**src/hw/pfgam_defs.vh**
```
/*
  Constants for the eight-bit general-purpose port with analog sharing:
  register offsets, field positions, reset values and decode thresholds.
  Assumes inclusion by bare name from the design files of this block.
*/
`ifndef PFGAM_DEFS_VH
`define PFGAM_DEFS_VH

// ==========================================================================
// Register byte offsets on the APB window
`define PFGAM_OFS_PIN_VALUE      12'h000
`define PFGAM_OFS_OUTPUT_LATCH   12'h004
`define PFGAM_OFS_DIRECTION      12'h008
`define PFGAM_OFS_ADC_PIN_CFG    12'h00C
`define PFGAM_OFS_CMP_CONTROL    12'h010
`define PFGAM_OFS_CMP_VREF_CTRL  12'h014

// ==========================================================================
// Reset values
`define PFGAM_RST_LATCH          8'h00
`define PFGAM_RST_DIRECTION      8'hFF
`define PFGAM_RST_ADC_PIN_CFG    6'h00
`define PFGAM_RST_CMP_CONTROL    6'h07
`define PFGAM_RST_VREF_CTRL      8'h00

// ==========================================================================
// Field positions and widths
`define PFGAM_ADC_CFG_W          6
`define PFGAM_PCFG_MSB           3
`define PFGAM_CMP_CFG_W          6
`define PFGAM_CMP_MODE_MSB       2
`define PFGAM_CMP_SECOND_COMPARATOR_OUTPUT_BIT      7
`define PFGAM_CMP_FIRST_COMPARATOR_OUTPUT_BIT      6
`define PFGAM_VREF_OE_BIT        6
`define PFGAM_VREF_PIN           5
`define PFGAM_SS_PIN             7
`define PFGAM_SECOND_COMPARATOR_OUTPUT_PIN          1
`define PFGAM_FIRST_COMPARATOR_OUTPUT_PIN          2

// ==========================================================================
// Decode constants
`define PFGAM_FIRST_CHANNEL      4'h5
`define PFGAM_LAST_ANALOG_CODE   5'h0E
`define PFGAM_CMP_MODE_OFF       3'h7
`define PFGAM_CMP_MODE_BOTH_OUT  3'h3
`define PFGAM_CMP_MODE_C1_OUT    3'h5

`endif

```
**src/hw/pfgam_port.v**
```verilog
/*
  Eight-bit bidirectional port with per-pin direction, output latch and
  pin readback, sharing its pins with converter channels, comparator
  inputs and outputs, the comparator reference output and a serial
  slave-select input. Registers are reached over APB.
  Assumes pin levels and comparator results arrive asynchronously and are
  synchronised here; the converter, comparators and serial port live
  outside and use the enables and configuration driven from here.
*/
// The APB interface to the registers and the register addresses are this design's own decisions.
`timescale 1ns/1ps

`include "pfgam_defs.vh"

module pfgam_port
#(
  parameter WIDE_VARIANT = 1
)
(
  input  wire        core_clk,
  input  wire        resetn,
  input  wire        clk_en,
  input  wire        psel,
  input  wire        penable,
  input  wire        pwrite,
  input  wire [11:0] paddr,
  input  wire [31:0] pwdata,
  output reg  [31:0] prdata,
  output reg         pready,
  output reg         pslverr,
  input  wire [7:0]  pin_in,
  output reg  [7:0]  pin_out,
  output reg  [7:0]  pin_oe,
  input  wire        first_comparator_output,
  input  wire        second_comparator_output,
  output reg  [7:0]  analog_enable,
  output reg  [3:0]  comparator_input_connect,
  output reg  [5:0]  comparator_config,
  output reg  [7:0]  vref_config,
  output reg         vref_output_enable,
  output reg         serial_slave_select
);

  // ========================================================================
  // Decode functions
  // Channel 5+n on pin n is analog while the pin-config code is at most 14-(5+n);
  // code 0 makes pins 0 to 6 analog (pin 7 never is), code 0Fh makes all digital.
  function [6:0] pcfg_analog;
    input [3:0] pin_config;
    integer     n;
    reg   [4:0] chan;
    begin
      pcfg_analog = 7'h00;
      for (n = 0; n < 7; n = n + 1)
      begin
        chan = {1'b0, `PFGAM_FIRST_CHANNEL} + n[4:0];
        pcfg_analog[n] = ({1'b0, pin_config} + chan) <= `PFGAM_LAST_ANALOG_CODE;
      end
    end
  endfunction

  // Which comparator outputs reach their pins, {second, first}
  function [1:0] cmp_routed;
    input [2:0] mode;
    begin
      case (mode)
        `PFGAM_CMP_MODE_BOTH_OUT: cmp_routed = 2'b11;
        `PFGAM_CMP_MODE_C1_OUT:   cmp_routed = 2'b01;
        default:                  cmp_routed = 2'b00;
      endcase
    end
  endfunction

  function is_offset;
    input [11:0] addr;
    input [11:0] ofs;
    begin
      is_offset = (addr == ofs);
    end
  endfunction

  // ========================================================================
  // Storage
  reg  [7:0]                   latch_reg;
  reg  [7:0]                   direction_reg;
  reg  [`PFGAM_ADC_CFG_W-1:0]  adc_cfg_reg;
  reg  [`PFGAM_CMP_CFG_W-1:0]  cmp_cfg_reg;
  reg  [7:0]                   vref_reg;

  wire [7:0]                   pin_sync;
  wire [1:0]                   cmp_sync;

  // Bit 0 only exists in the wide variant
  wire [7:0]                   impl_mask = (WIDE_VARIANT != 0) ? 8'hFF : 8'hFE;

  // Both synchroniser stages reset low, so the select output waits until
  // they hold real pin levels; otherwise it would pulse active after reset.
  reg  [1:0]                   sync_fill_reg;

  always @(posedge core_clk or negedge resetn)
  begin
    if (!resetn)
    begin
      sync_fill_reg <= 2'b00;
    end
    else if (clk_en)
    begin
      sync_fill_reg <= {sync_fill_reg[0], 1'b1};
    end
  end

  pfgam_sync
  #(
    .WIDTH (10)
  )
  u_sync
  (
    .core_clk (core_clk),
    .resetn   (resetn),
    .clk_en   (clk_en),
    .async_in ({second_comparator_output, first_comparator_output, pin_in}),
    .sync_out ({cmp_sync, pin_sync})
  );

  // ========================================================================
  // Pin function decode
  reg  [7:0] analog_sel;
  reg  [7:0] digin_off;
  reg  [7:0] drive_en;
  reg  [7:0] drive_val;
  reg  [7:0] port_read;
  reg  [1:0] routed;
  reg        cmp_on;
  reg        vref_oe;

  always @*
  begin
    routed     = cmp_routed(cmp_cfg_reg[`PFGAM_CMP_MODE_MSB:0]);
    cmp_on     = cmp_cfg_reg[`PFGAM_CMP_MODE_MSB:0] != `PFGAM_CMP_MODE_OFF;
    vref_oe    = vref_reg[`PFGAM_VREF_OE_BIT];
    analog_sel = {1'b0, pcfg_analog(adc_cfg_reg[`PFGAM_PCFG_MSB:0])} & impl_mask;
    // Comparator inputs on pins 3..6 also cut the digital input path
    digin_off  = analog_sel | ({1'b0, {4{cmp_on}}, 3'b000});
    // Drive follows the latch regardless of analog selection
    drive_en   = ~direction_reg & impl_mask;
    drive_val  = latch_reg;
    if (routed[1])
    begin
      drive_val[`PFGAM_SECOND_COMPARATOR_OUTPUT_PIN] = cmp_sync[1];
    end
    if (routed[0])
    begin
      drive_val[`PFGAM_FIRST_COMPARATOR_OUTPUT_PIN] = cmp_sync[0];
    end
    if (vref_oe)
    begin
      drive_en[`PFGAM_VREF_PIN]  = 1'b0;
      digin_off[`PFGAM_VREF_PIN] = 1'b1;
    end
    // Pins with the input path off read as 0
    port_read  = pin_sync & ~digin_off & impl_mask;
  end

  // ========================================================================
  // APB slave: one wait state, so reads always see settled register values
  wire       setup_phase  = psel & ~penable;
  wire       access_phase = psel & penable;
  wire       commit       = access_phase & pready;
  reg        hit;
  reg [31:0] rd_word;

  always @*
  begin
    hit     = 1'b1;
    rd_word = 32'h0000_0000;
    case (paddr)
      `PFGAM_OFS_PIN_VALUE:     rd_word[7:0] = port_read;
      `PFGAM_OFS_OUTPUT_LATCH:  rd_word[7:0] = latch_reg & impl_mask;
      `PFGAM_OFS_DIRECTION:     rd_word[7:0] = direction_reg & impl_mask;
      `PFGAM_OFS_ADC_PIN_CFG:   rd_word[`PFGAM_ADC_CFG_W-1:0] = adc_cfg_reg;
      `PFGAM_OFS_CMP_CONTROL:   rd_word[7:0] = {cmp_sync[1], cmp_sync[0], cmp_cfg_reg};
      `PFGAM_OFS_CMP_VREF_CTRL: rd_word[7:0] = vref_reg;
      default:                  hit = 1'b0;
    endcase
  end

  always @(posedge core_clk or negedge resetn)
  begin
    if (!resetn)
    begin
      pready  <= 1'b0;
      pslverr <= 1'b0;
      prdata  <= 32'h0000_0000;
    end
    else if (clk_en)
    begin
      if (access_phase && !pready)
      begin
        pready  <= 1'b1;
        pslverr <= ~hit;
        prdata  <= pwrite ? 32'h0000_0000 : rd_word;
      end
      else
      begin
        pready  <= 1'b0;
        pslverr <= 1'b0;
        if (setup_phase)
        begin
          prdata <= 32'h0000_0000;
        end
      end
    end
  end

  // ========================================================================
  // Register writes, taken at the completing edge of the access phase
  wire wr_en = commit & pwrite;

  always @(posedge core_clk or negedge resetn)
  begin
    if (!resetn)
    begin
      latch_reg     <= `PFGAM_RST_LATCH;
      direction_reg <= `PFGAM_RST_DIRECTION;
      adc_cfg_reg   <= `PFGAM_RST_ADC_PIN_CFG;
      cmp_cfg_reg   <= `PFGAM_RST_CMP_CONTROL;
      vref_reg      <= `PFGAM_RST_VREF_CTRL;
    end
    else if (clk_en && wr_en)
    begin
      // Writing the port register lands in the latch, as on real ports
      if (is_offset(paddr, `PFGAM_OFS_PIN_VALUE) || is_offset(paddr, `PFGAM_OFS_OUTPUT_LATCH))
      begin
        latch_reg <= pwdata[7:0] & impl_mask;
      end
      if (is_offset(paddr, `PFGAM_OFS_DIRECTION))
      begin
        // Absent bit 0 stays an input so it never drives
        direction_reg <= pwdata[7:0] | ~impl_mask;
      end
      if (is_offset(paddr, `PFGAM_OFS_ADC_PIN_CFG))
      begin
        adc_cfg_reg <= pwdata[`PFGAM_ADC_CFG_W-1:0];
      end
      if (is_offset(paddr, `PFGAM_OFS_CMP_CONTROL))
      begin
        // Comparator result bits are read-only
        cmp_cfg_reg <= pwdata[`PFGAM_CMP_CFG_W-1:0];
      end
      if (is_offset(paddr, `PFGAM_OFS_CMP_VREF_CTRL))
      begin
        vref_reg <= pwdata[7:0];
      end
    end
  end

  // ========================================================================
  // Registered pin and peripheral outputs
  // One cycle behind the registers; glitch-free pins were preferred to
  // zero latency.
  always @(posedge core_clk or negedge resetn)
  begin
    if (!resetn)
    begin
      pin_out                  <= 8'h00;
      pin_oe                   <= 8'h00;
      analog_enable            <= 8'h00;
      comparator_input_connect <= 4'h0;
      comparator_config        <= 6'h00;
      vref_config              <= 8'h00;
      vref_output_enable       <= 1'b0;
      serial_slave_select      <= 1'b1;
    end
    else if (clk_en)
    begin
      pin_out                  <= drive_val & drive_en;
      pin_oe                   <= drive_en;
      analog_enable            <= analog_sel;
      // Bit 0 is pin 3 (second plus) up to bit 3, pin 6 (first minus)
      comparator_input_connect <= {analog_sel[6], analog_sel[5], analog_sel[4], analog_sel[3]} & {4{cmp_on}};
      comparator_config        <= cmp_cfg_reg;
      vref_config              <= vref_reg;
      vref_output_enable       <= vref_oe;
      // Inactive high when the pin is an output
      serial_slave_select      <= (direction_reg[`PFGAM_SS_PIN] & sync_fill_reg[1]) ? pin_sync[`PFGAM_SS_PIN] : 1'b1;
    end
  end

endmodule

```
**src/hw/pfgam_sync.v**
```verilog
/*
  Two flip-flop synchroniser for a vector of asynchronous levels.
  Assumes core_clk domain, active-low asynchronous reset, and a clock
  enable that freezes both stages while low.
*/
`timescale 1ns/1ps

module pfgam_sync
#(
  parameter WIDTH = 8
)
(
  input  wire             core_clk,
  input  wire             resetn,
  input  wire             clk_en,
  input  wire [WIDTH-1:0] async_in,
  output wire [WIDTH-1:0] sync_out
);

  // ========================================================================
  // Per-bit stages; the first stage feeds only the second
  genvar i;
  generate
    for (i = 0; i < WIDTH; i = i + 1)
    begin : g_bit
      reg meta_reg;
      reg stable_reg;
      always @(posedge core_clk or negedge resetn)
      begin
        if (!resetn)
        begin
          meta_reg   <= 1'b0;
          stable_reg <= 1'b0;
        end
        else if (clk_en)
        begin
          meta_reg   <= async_in[i];
          stable_reg <= meta_reg;
        end
      end
      assign sync_out[i] = stable_reg;
    end
  endgenerate

endmodule

```
**config.mk**
```make
export PLATFORM = sky130hd
export DESIGN_NAME = pfgam_port
export DESIGN_NICKNAME = d
export VERILOG_FILES = /design/src/hw/pfgam_port.v /design/src/hw/pfgam_sync.v
export VERILOG_INCLUDE_DIRS = /design/src /design/src/hw
export SDC_FILE = /design/constraint.sdc
export NUM_CORES = 1
export LEC_CHECK = 0
export ABC_AREA = 0
export BUFFER_PORTS_ARGS = -buffer_cell sky130_fd_sc_hd__buf_4
export CAP_MARGIN = 20
export CORE_ASPECT_RATIO = 0.6
export CORE_MARGIN = 5
export CORE_UTILIZATION = 57
export DETAILED_ROUTE_END_ITERATION = 6
export HOLD_SLACK_MARGIN = 0.05
export PLACE_DENSITY = 0.85
export SLEW_MARGIN = 10
export SYNTH_ARGS = -nofsm -noshare
export SYNTH_HDL_FRONTEND = slang
export SYNTH_HIERARCHICAL = 1
export SYNTH_SLANG_ARGS = --single-unit
```
**constraint.sdc**
```tcl
create_clock -name core_clk -period 3.28 [get_ports core_clk]
set_clock_uncertainty 0.05 [all_clocks]
set_input_delay 0.656 -clock core_clk [delete_from_list [all_inputs] [get_ports core_clk]]
set_output_delay 0.656 -clock core_clk [all_outputs]
set_load 0.05 [all_outputs]
```
==> run summary, run 1 <==
outcome -> completed
Fin. Hold Viols -> 0
Tmin final -> 2.56 ns
crit start category -> input pin
CP Data Arrival Time -> 2.74 ns
Total Routing Usage GR -> 22.1%
Setup crit end -> vref_reg[2]$_DFFE_PN0P_
cell count of the worst reg-to-reg path -> 6
Sw Pwr -> 0.731 mW
reg2reg end -> prdata[0]$_DFFE_PN0P_
Die ar. -> 11500 um2
Cell Area, Synth -> 5380 um2
sequential fraction of the synthesis area -> 51.5%
Post-synth ARST share -> 100%
drt total wl -> 12.4 mm
FMAX -> 391 MHz
area grow syn2layout -> 16.3%
fill count -> 708
Final nets -> 590
grt ovf -> 0
via/cell ratio -> 5.56
initial antenna violation count -> 0
Internal Dissipation -> 2.04 mW
CTS max path bufs -> 2
Non-Filler Instances -> 655
RSZ-0062 raised after global routing -> no
critical path class -> in2reg
Unique masters post-synth -> 52
core area -> 9190 um2
switch share -> 26.3%
setup TNS -> 0 ns
Die Height -> 85.2 um
setup violators final -> 0
LEAKAGE -> 3.04 nW
# diodes -> 0
Slew Viols, Final -> 0
EDFF count, synth -> 0
relative slew slack -> 46.6%
CTS tree -> yes
GP Congestion -> 0.918
CP startpoint -> paddr[9]
PnR Total Power -> 2.77 mW
Final Cycle Share -> 77.9%
top_reg_cell synth -> dfrtp_1
Synth Instances -> 446
share of cells above drive strength 1 -> 38.3%
FF+latch count, synth -> 110
CTS Buf Count -> 9
Core Rows -> 27
Worst R2R Start -> adc_cfg_reg[0]$_DFFE_PN0P_
Reg clk slew, reported paths -> 0.07 ns
average size of a mapped cell -> 12.1 um2
Ports -> 138
Clock Tree Root -> clkbuf_16
chip width -> 135 um
first-pass GRT wire length -> 19.7 mm
power per cell area -> 443 nW/um2
Peak supply drop -> 0.327 mV
MaxCap Viol Count -> 0
Min-Delay Path Class -> in2async
Tightest Pin Transition -> 0.801 ns
Post-CTS Setup Inserts -> 0
CTS Sinks -> 110
via count -> 3643
CP Max Fanout -> 8
post-CTS resize count -> 0
Starting Density -> 58.5%
vias in the first global route -> 3613
Worst R2R Setup Slack -> 0.86 ns
Placed Instances -> 639
CTS H-Tree Depth -> 3
detailed placer's ending HPWL -> 9.15 mm
Worst-Skew Late Latency -> 0.35 ns
CP endpoint kind -> register
number of port buffers -> 88
wire length per cell -> 18.9 um
YS warnings -> 6
Post-DRT Antenna Nets -> 0
combinational power share -> 11.0%
Initial DRC Count -> 321
Worst EP required -> 3.46 ns
hold_buf cts -> 0
drc violations -> 0
clock share of power -> 37.3%
sequential power share -> 51.7%
pin count of the biggest net entering global routing -> 62
DRT Pass-1 Iters -> 5
[synth_stat cells, types with 2 or more instances]
master     count  area share (%)
dfstp_2       12             5.9
clkbuf_1      10            0.70
nand2b_1       5            0.58
nor4_4         4             1.6
ha_1          10             2.3
nor2b_1        2            0.23
nand3_1       11             1.0
o22ai_1        2            0.23
inv_1         19             1.3
a21o_1         3            0.42
a21boi_0       2            0.28
nand3b_1       6            0.84
buf_6          3            0.63
nand4_1        2            0.23
buf_4         37             5.2
a21oi_1        7            0.65
mux2_4        20             5.6
nand2_1       34             2.4
a41oi_1        2            0.33
o21ai_0       30             2.8
a22oi_1        3            0.42
o211ai_1       4            0.56
o2bb2ai_1      6            0.98
buf_2          2            0.19
a31oi_1        4            0.47
dfrtp_1       98              46
or2_2          2            0.23
and3_1         2            0.23
nor2_1        11            0.77
nor4_1         3            0.35
mux2_2        52              11
nor3_1         5            0.47
mux2i_1       14             2.6
[cells in the final DEF, fill, tap and decap left out, drive strengths merged, types with 4 or more instances in the layout]
master / instances
o211ai: 4
o2bb2ai: 6
clkbuf: 10
conb: 25
nor4: 7
nand2b: 5
buf: 92
nand2: 34
o21ai: 30
nor2: 11
dfstp: 12
a31oi: 4
mux2: 72
a21oi: 7
nand3b: 6
ha: 10
inv: 22
dfrtp: 98
nand3: 11
mux2i: 14
nor3: 5
[cell type report]
cell class	count	area, um2	share of cell area (%)
flip-flops and latches	110	2770	44.2
clock buffers	10	239	3.82
inverters	20	75.1	1.20
clock inverters	6	43.8	0.700
multi-input cells	287	2260	36.2
repair buffers	92	703	11.2
well taps	130	163	2.60
[worst min-delay path by stage]
stage / from / endpoint / slack, ns
floorplan: resetn / adc_cfg_reg[0]$_DFFE_PN0P_ / 0.31
global placement: sync_fill_reg[1]$_DFFE_PN0P_ / serial_slave_select$_DFFE_PN1P_ / 0.39
detailed placement: sync_fill_reg[0]$_DFFE_PN0P_ / sync_fill_reg[0]$_DFFE_PN0P_ / 0.40
CTS: resetn / vref_config[7]$_DFFE_PN0P_ / 0.34
global route: resetn / pin_oe[5]$_DFFE_PN0P_ / 0.39
finish: resetn / vref_config[7]$_DFFE_PN0P_ / 0.32
[layer usage]
metal,wire (um),up-vias,GRT usage (%)
met5,0,-,0
met4,102,0,3.75
met3,1360,10,8.41
met2,5070,164,30.9
met1,5830,1798,33.1
li1,-,1671,-
[critical path: stages]
cell,delay (ns)
buf_4,0.11
nor4_1,0.33
nand3_1,0.46
nor4_4,0.76
mux2_2,0.42
[stage by stage]
stage          setup WS [ns]  utilization (%)  hold WS, ns  cell area (um2)
6_report               0.725             68.1        0.319             6250
5_1_grt                0.605             68.1        0.394             6250
4_1_cts                0.720             68.1        0.343             6250
3_5_place_dp           0.384             65.0        0.403             5970
3_3_place_gp           0.471             65.0        0.390             5970
2_1_floorplan          0.917                -        0.310             5470
[kinds of logic after synthesis]
kind of cell,count (synthesis),share of synthesized area (%)
AOI/OAI and AO/OA,72,8.72
adders and majority gates,10,2.33
buffers and inverters,73,8.14
xor gates and xnor gates,1,0.163
and+or+nand+nor,92,9.63
other,1,0.0697
DFF,110,51.5
muxes,87,19.5
[power by group through the flow]
stage	Sequential (mW)	Clock [mW]	Combinational, mW
global route	1.44	1.12	0.327
detailed placement	1.46	0	0.305
floorplan	1.47	0	0.226
global placement	1.45	0	0.297
finish	1.43	1.03	0.306
CTS	1.43	1.06	0.306
(Power assumes the default switching activity.)
==> run 2: changes to the inputs <==
Settings changed: ABC_AREA 0 to 1, CORE_UTILIZATION 57 to 54, PLACE_DENSITY 0.85 to 0.81.
Clock period 3.28 ns to 2.6 ns, I/O delays scaled along.
==> run 2 against run 1 <==
Net effect: first-iteration DRC count up 29%; utilization down 3.9 points; sequential power up 24%; worst setup slack worse by 0.23 ns; combinational power up 8.5%; largest cell class unchanged; critical path depth up 4; clock-buffer cell count unchanged; sequential cell count unchanged; highest routed layer unchanged.
==> run summary, run 2 <==
outcome -> completed
FF+latch count, synth -> 110
Unique masters post-synth -> 34
Tightest Pin Transition -> 0.644 ns
Post-CTS Setup Inserts -> 0
post-CTS resize count -> 0
sequential fraction of the synthesis area -> 50.3%
share of cells above drive strength 1 -> 19.1%
top cells by count, synth -> nand2_1 (265), dfrtp_1 (98), inv_1 (47), nand3_1 (47), nor2_1 (47)
top_reg_cell synth -> dfrtp_1
GP Congestion -> 0.897
CTS Buf Count -> 9
first-pass GRT wire length -> 22.2 mm
CTS tree -> yes
commonest non-fill, non-tap cells in the layout -> nand2_1 (265), dfrtp_1 (98), buf_4 (95)
Die Height -> 88.2 um
Final Cycle Share -> 81.0%
Post-synth ARST share -> 100%
core area -> 9910 um2
Fin Hold WS -> 0.0976 ns
most common cell in the netlist -> nand2_1
Reg clk slew, reported paths -> 0.08 ns
Slew Viols, Final -> 0
fill count -> 867
Post-DRT Antenna Nets -> 0
Worst-Skew Late Latency -> 0.35 ns
Synth area leader -> dfrtp_1
setup violators final -> 0
via/cell ratio -> 5.13
Critical Path, Cell by Cell -> clkinv_1, ha_1, o21ai_0, nand2_1, nor2_1, nor2_1, nand2_1, nand2_1, nand2_1
CTS H-Tree Depth -> 3
sequential cell area -> 2770 um2
cell count of the worst reg-to-reg path -> 9
setup TNS -> 0 ns
Tmin final -> 2.10 ns
Fin. Hold Viols -> 0
complex-gate fraction of the synthesized area -> 6.83%
CP max stage cell -> dfrtp_1
detailed placer's ending HPWL -> 10.9 mm
vias in the first global route -> 4328
Synth Instances -> 686
MaxCap Viol Count -> 0
LEAKAGE -> 3.46 nW
Clock Tree Root -> clkbuf_16
via count -> 4616
Core Rows -> 28
CTS max path bufs -> 2
CP endpoint kind -> register
grt ovf -> 0
CP most frequent cell -> nand2_1
average size of a mapped cell -> 8.01 um2
Post-Synth Adder-Cell Area -> 2.28%
number of port buffers -> 88
Die ar. -> 12400 um2
Worst EP required -> 2.84 ns
CP Data Arrival Time -> 2.34 ns
Peak supply drop -> 0.338 mV
CTS Sinks -> 110
Starting Density -> 55.5%
Min-Delay Path Class -> in2async
drt total wl -> 14.1 mm
XOR/XNOR Fraction of Synth Area -> 0%
power per cell area -> 540 nW/um2
critical path class -> reg2reg
critical path's largest stage delay -> 0.51 ns
relative slew slack -> 56.8%
commonest non-fill, non-tap cell in the layout -> nand2_1
area grow syn2layout -> 15.7%
FMAX -> 475 MHz
area of the multi-input gates -> 2200 um2
Ports -> 138
crit start category -> register
Cell Area, Synth -> 5500 um2
YS warnings -> 6
pin count of the biggest net entering global routing -> 41
mux cell area share after synthesis -> 0%
largest family of logic cells by synthesized area -> simple AND/OR/NAND/NOR gates
drc violations -> 0
CP Max Fanout -> 9
RSZ-0062 raised after global routing -> no
post-synth top area share -> 44.6%
hold_buf cts -> 0
Worst R2R Start -> adc_cfg_reg[3]$_DFFE_PN0P_
top post-synthesis cells by area -> dfrtp_1 (45%), nand2_1 (18%), dfstp_2 (5.7%)
# diodes -> 0
Worst R2R Setup Slack -> 0.50 ns
Final nets -> 829
wire length per cell -> 15.7 um
initial antenna violation count -> 0
Initial DRC Count -> 415
Synth Area in Simple Gates -> 29.3%
DRT Pass-1 Iters -> 4
chip width -> 140 um
reg2reg end -> prdata[3]$_DFFE_PN0P_
EDFF count, synth -> 0
Total Routing Usage GR -> 23.1%
run 2: cell types whose count changed in the layout (fill, tap and decap cells not counted), sizes merged, moves of 27 or more:
cell   delta
inv      +34
mux2     -72
nand2   +234
nand3    +38
nor2     +43
o21ai    +27
run 2: critical path: cells and delay by family, from the launching register on:
| family | cells | cell delay [ns] |
|---|---|---|
| and+or+nand+nor | 6 | 0.49 |
| DFF | 1 | 0.51 |
| adders and majority gates | 1 | 0.32 |
| AOI/OAI and AO/OA | 1 | 0.34 |
| buffers and inverters | 1 | 0.34 |
run 2: power breakdown:
| group | internal (mW) | switching [mW] | total [mW] |
|---|---|---|---|
| clock | 0.668 | 0.652 | 1.32 |
| combinational | 0.0830 | 0.250 | 0.332 |
| sequential | 1.75 | 0.0307 | 1.78 |
| total | 2.50 | 0.933 | 3.44 |
run 2: per-layer routing:
metal | vias to the layer above | part of all wire, % | GRT usage, %
met3 | 17 | 7.5 | 4.69
met2 | 184 | 42 | 34.4
met1 | 2168 | 49 | 35.3
met5 | - | 0 | 0
li1 | 2247 | - | -
met4 | 0 | 0.91 | 4.49
run 2: metrics by stage:
stage / utilization [%] / cell area [um2] / cells / worst slack, ns / power, mW
2_1_floorplan: - / 5590 / 710 / 0.967 / 2.07
3_3_place_gp: 61.3 / 6080 / 883 / 0.515 / 2.14
3_5_place_dp: 61.3 / 6080 / 883 / 0.461 / 2.15
4_1_cts: 64.1 / 6360 / 899 / 0.555 / 3.45
5_1_grt: 64.1 / 6360 / 899 / 0.416 / 3.55
6_report: 64.1 / 6360 / 899 / 0.495 / 3.44
run 2: worst max path at each step:
stage | start | end | slack (ns)
after floorplan | pready$_DFFE_PN0P_ | latch_reg[5]$_DFFE_PN0P_ | 0.97
after global placement | paddr[11] | direction_reg[1]$_DFFE_PN1P_ | 0.52
after detailed placement | paddr[11] | vref_reg[7]$_DFFE_PN0P_ | 0.46
after CTS | adc_cfg_reg[3]$_DFFE_PN0P_ | prdata[3]$_DFFE_PN0P_ | 0.56
after global routing | adc_cfg_reg[2]$_DFFE_PN0P_ | prdata[1]$_DFFE_PN0P_ | 0.42
final | adc_cfg_reg[3]$_DFFE_PN0P_ | prdata[3]$_DFFE_PN0P_ | 0.50
run 2: cell type report:
| class | count | area share (%) |
|---|---|---|
| sequential | 110 | 43.5 |
| multi-input combinational | 488 | 34.7 |
| timing repair buffer | 96 | 11.5 |
| clock buffer | 10 | 3.60 |
| inverter | 54 | 3.19 |
| tap | 135 | 2.66 |
| clock inverter | 6 | 0.846 |
run 2: logic make-up (layout without fill, tap and decap cells):
group / count (synthesis) / count (layout)
adders and majority gates: 10 / 10
other: 1 / 25
AOI/OAI and AO/OA: 70 / 70
and+or+nand+nor: 383 / 383
DFF: 110 / 110
buffers and inverters: 112 / 166
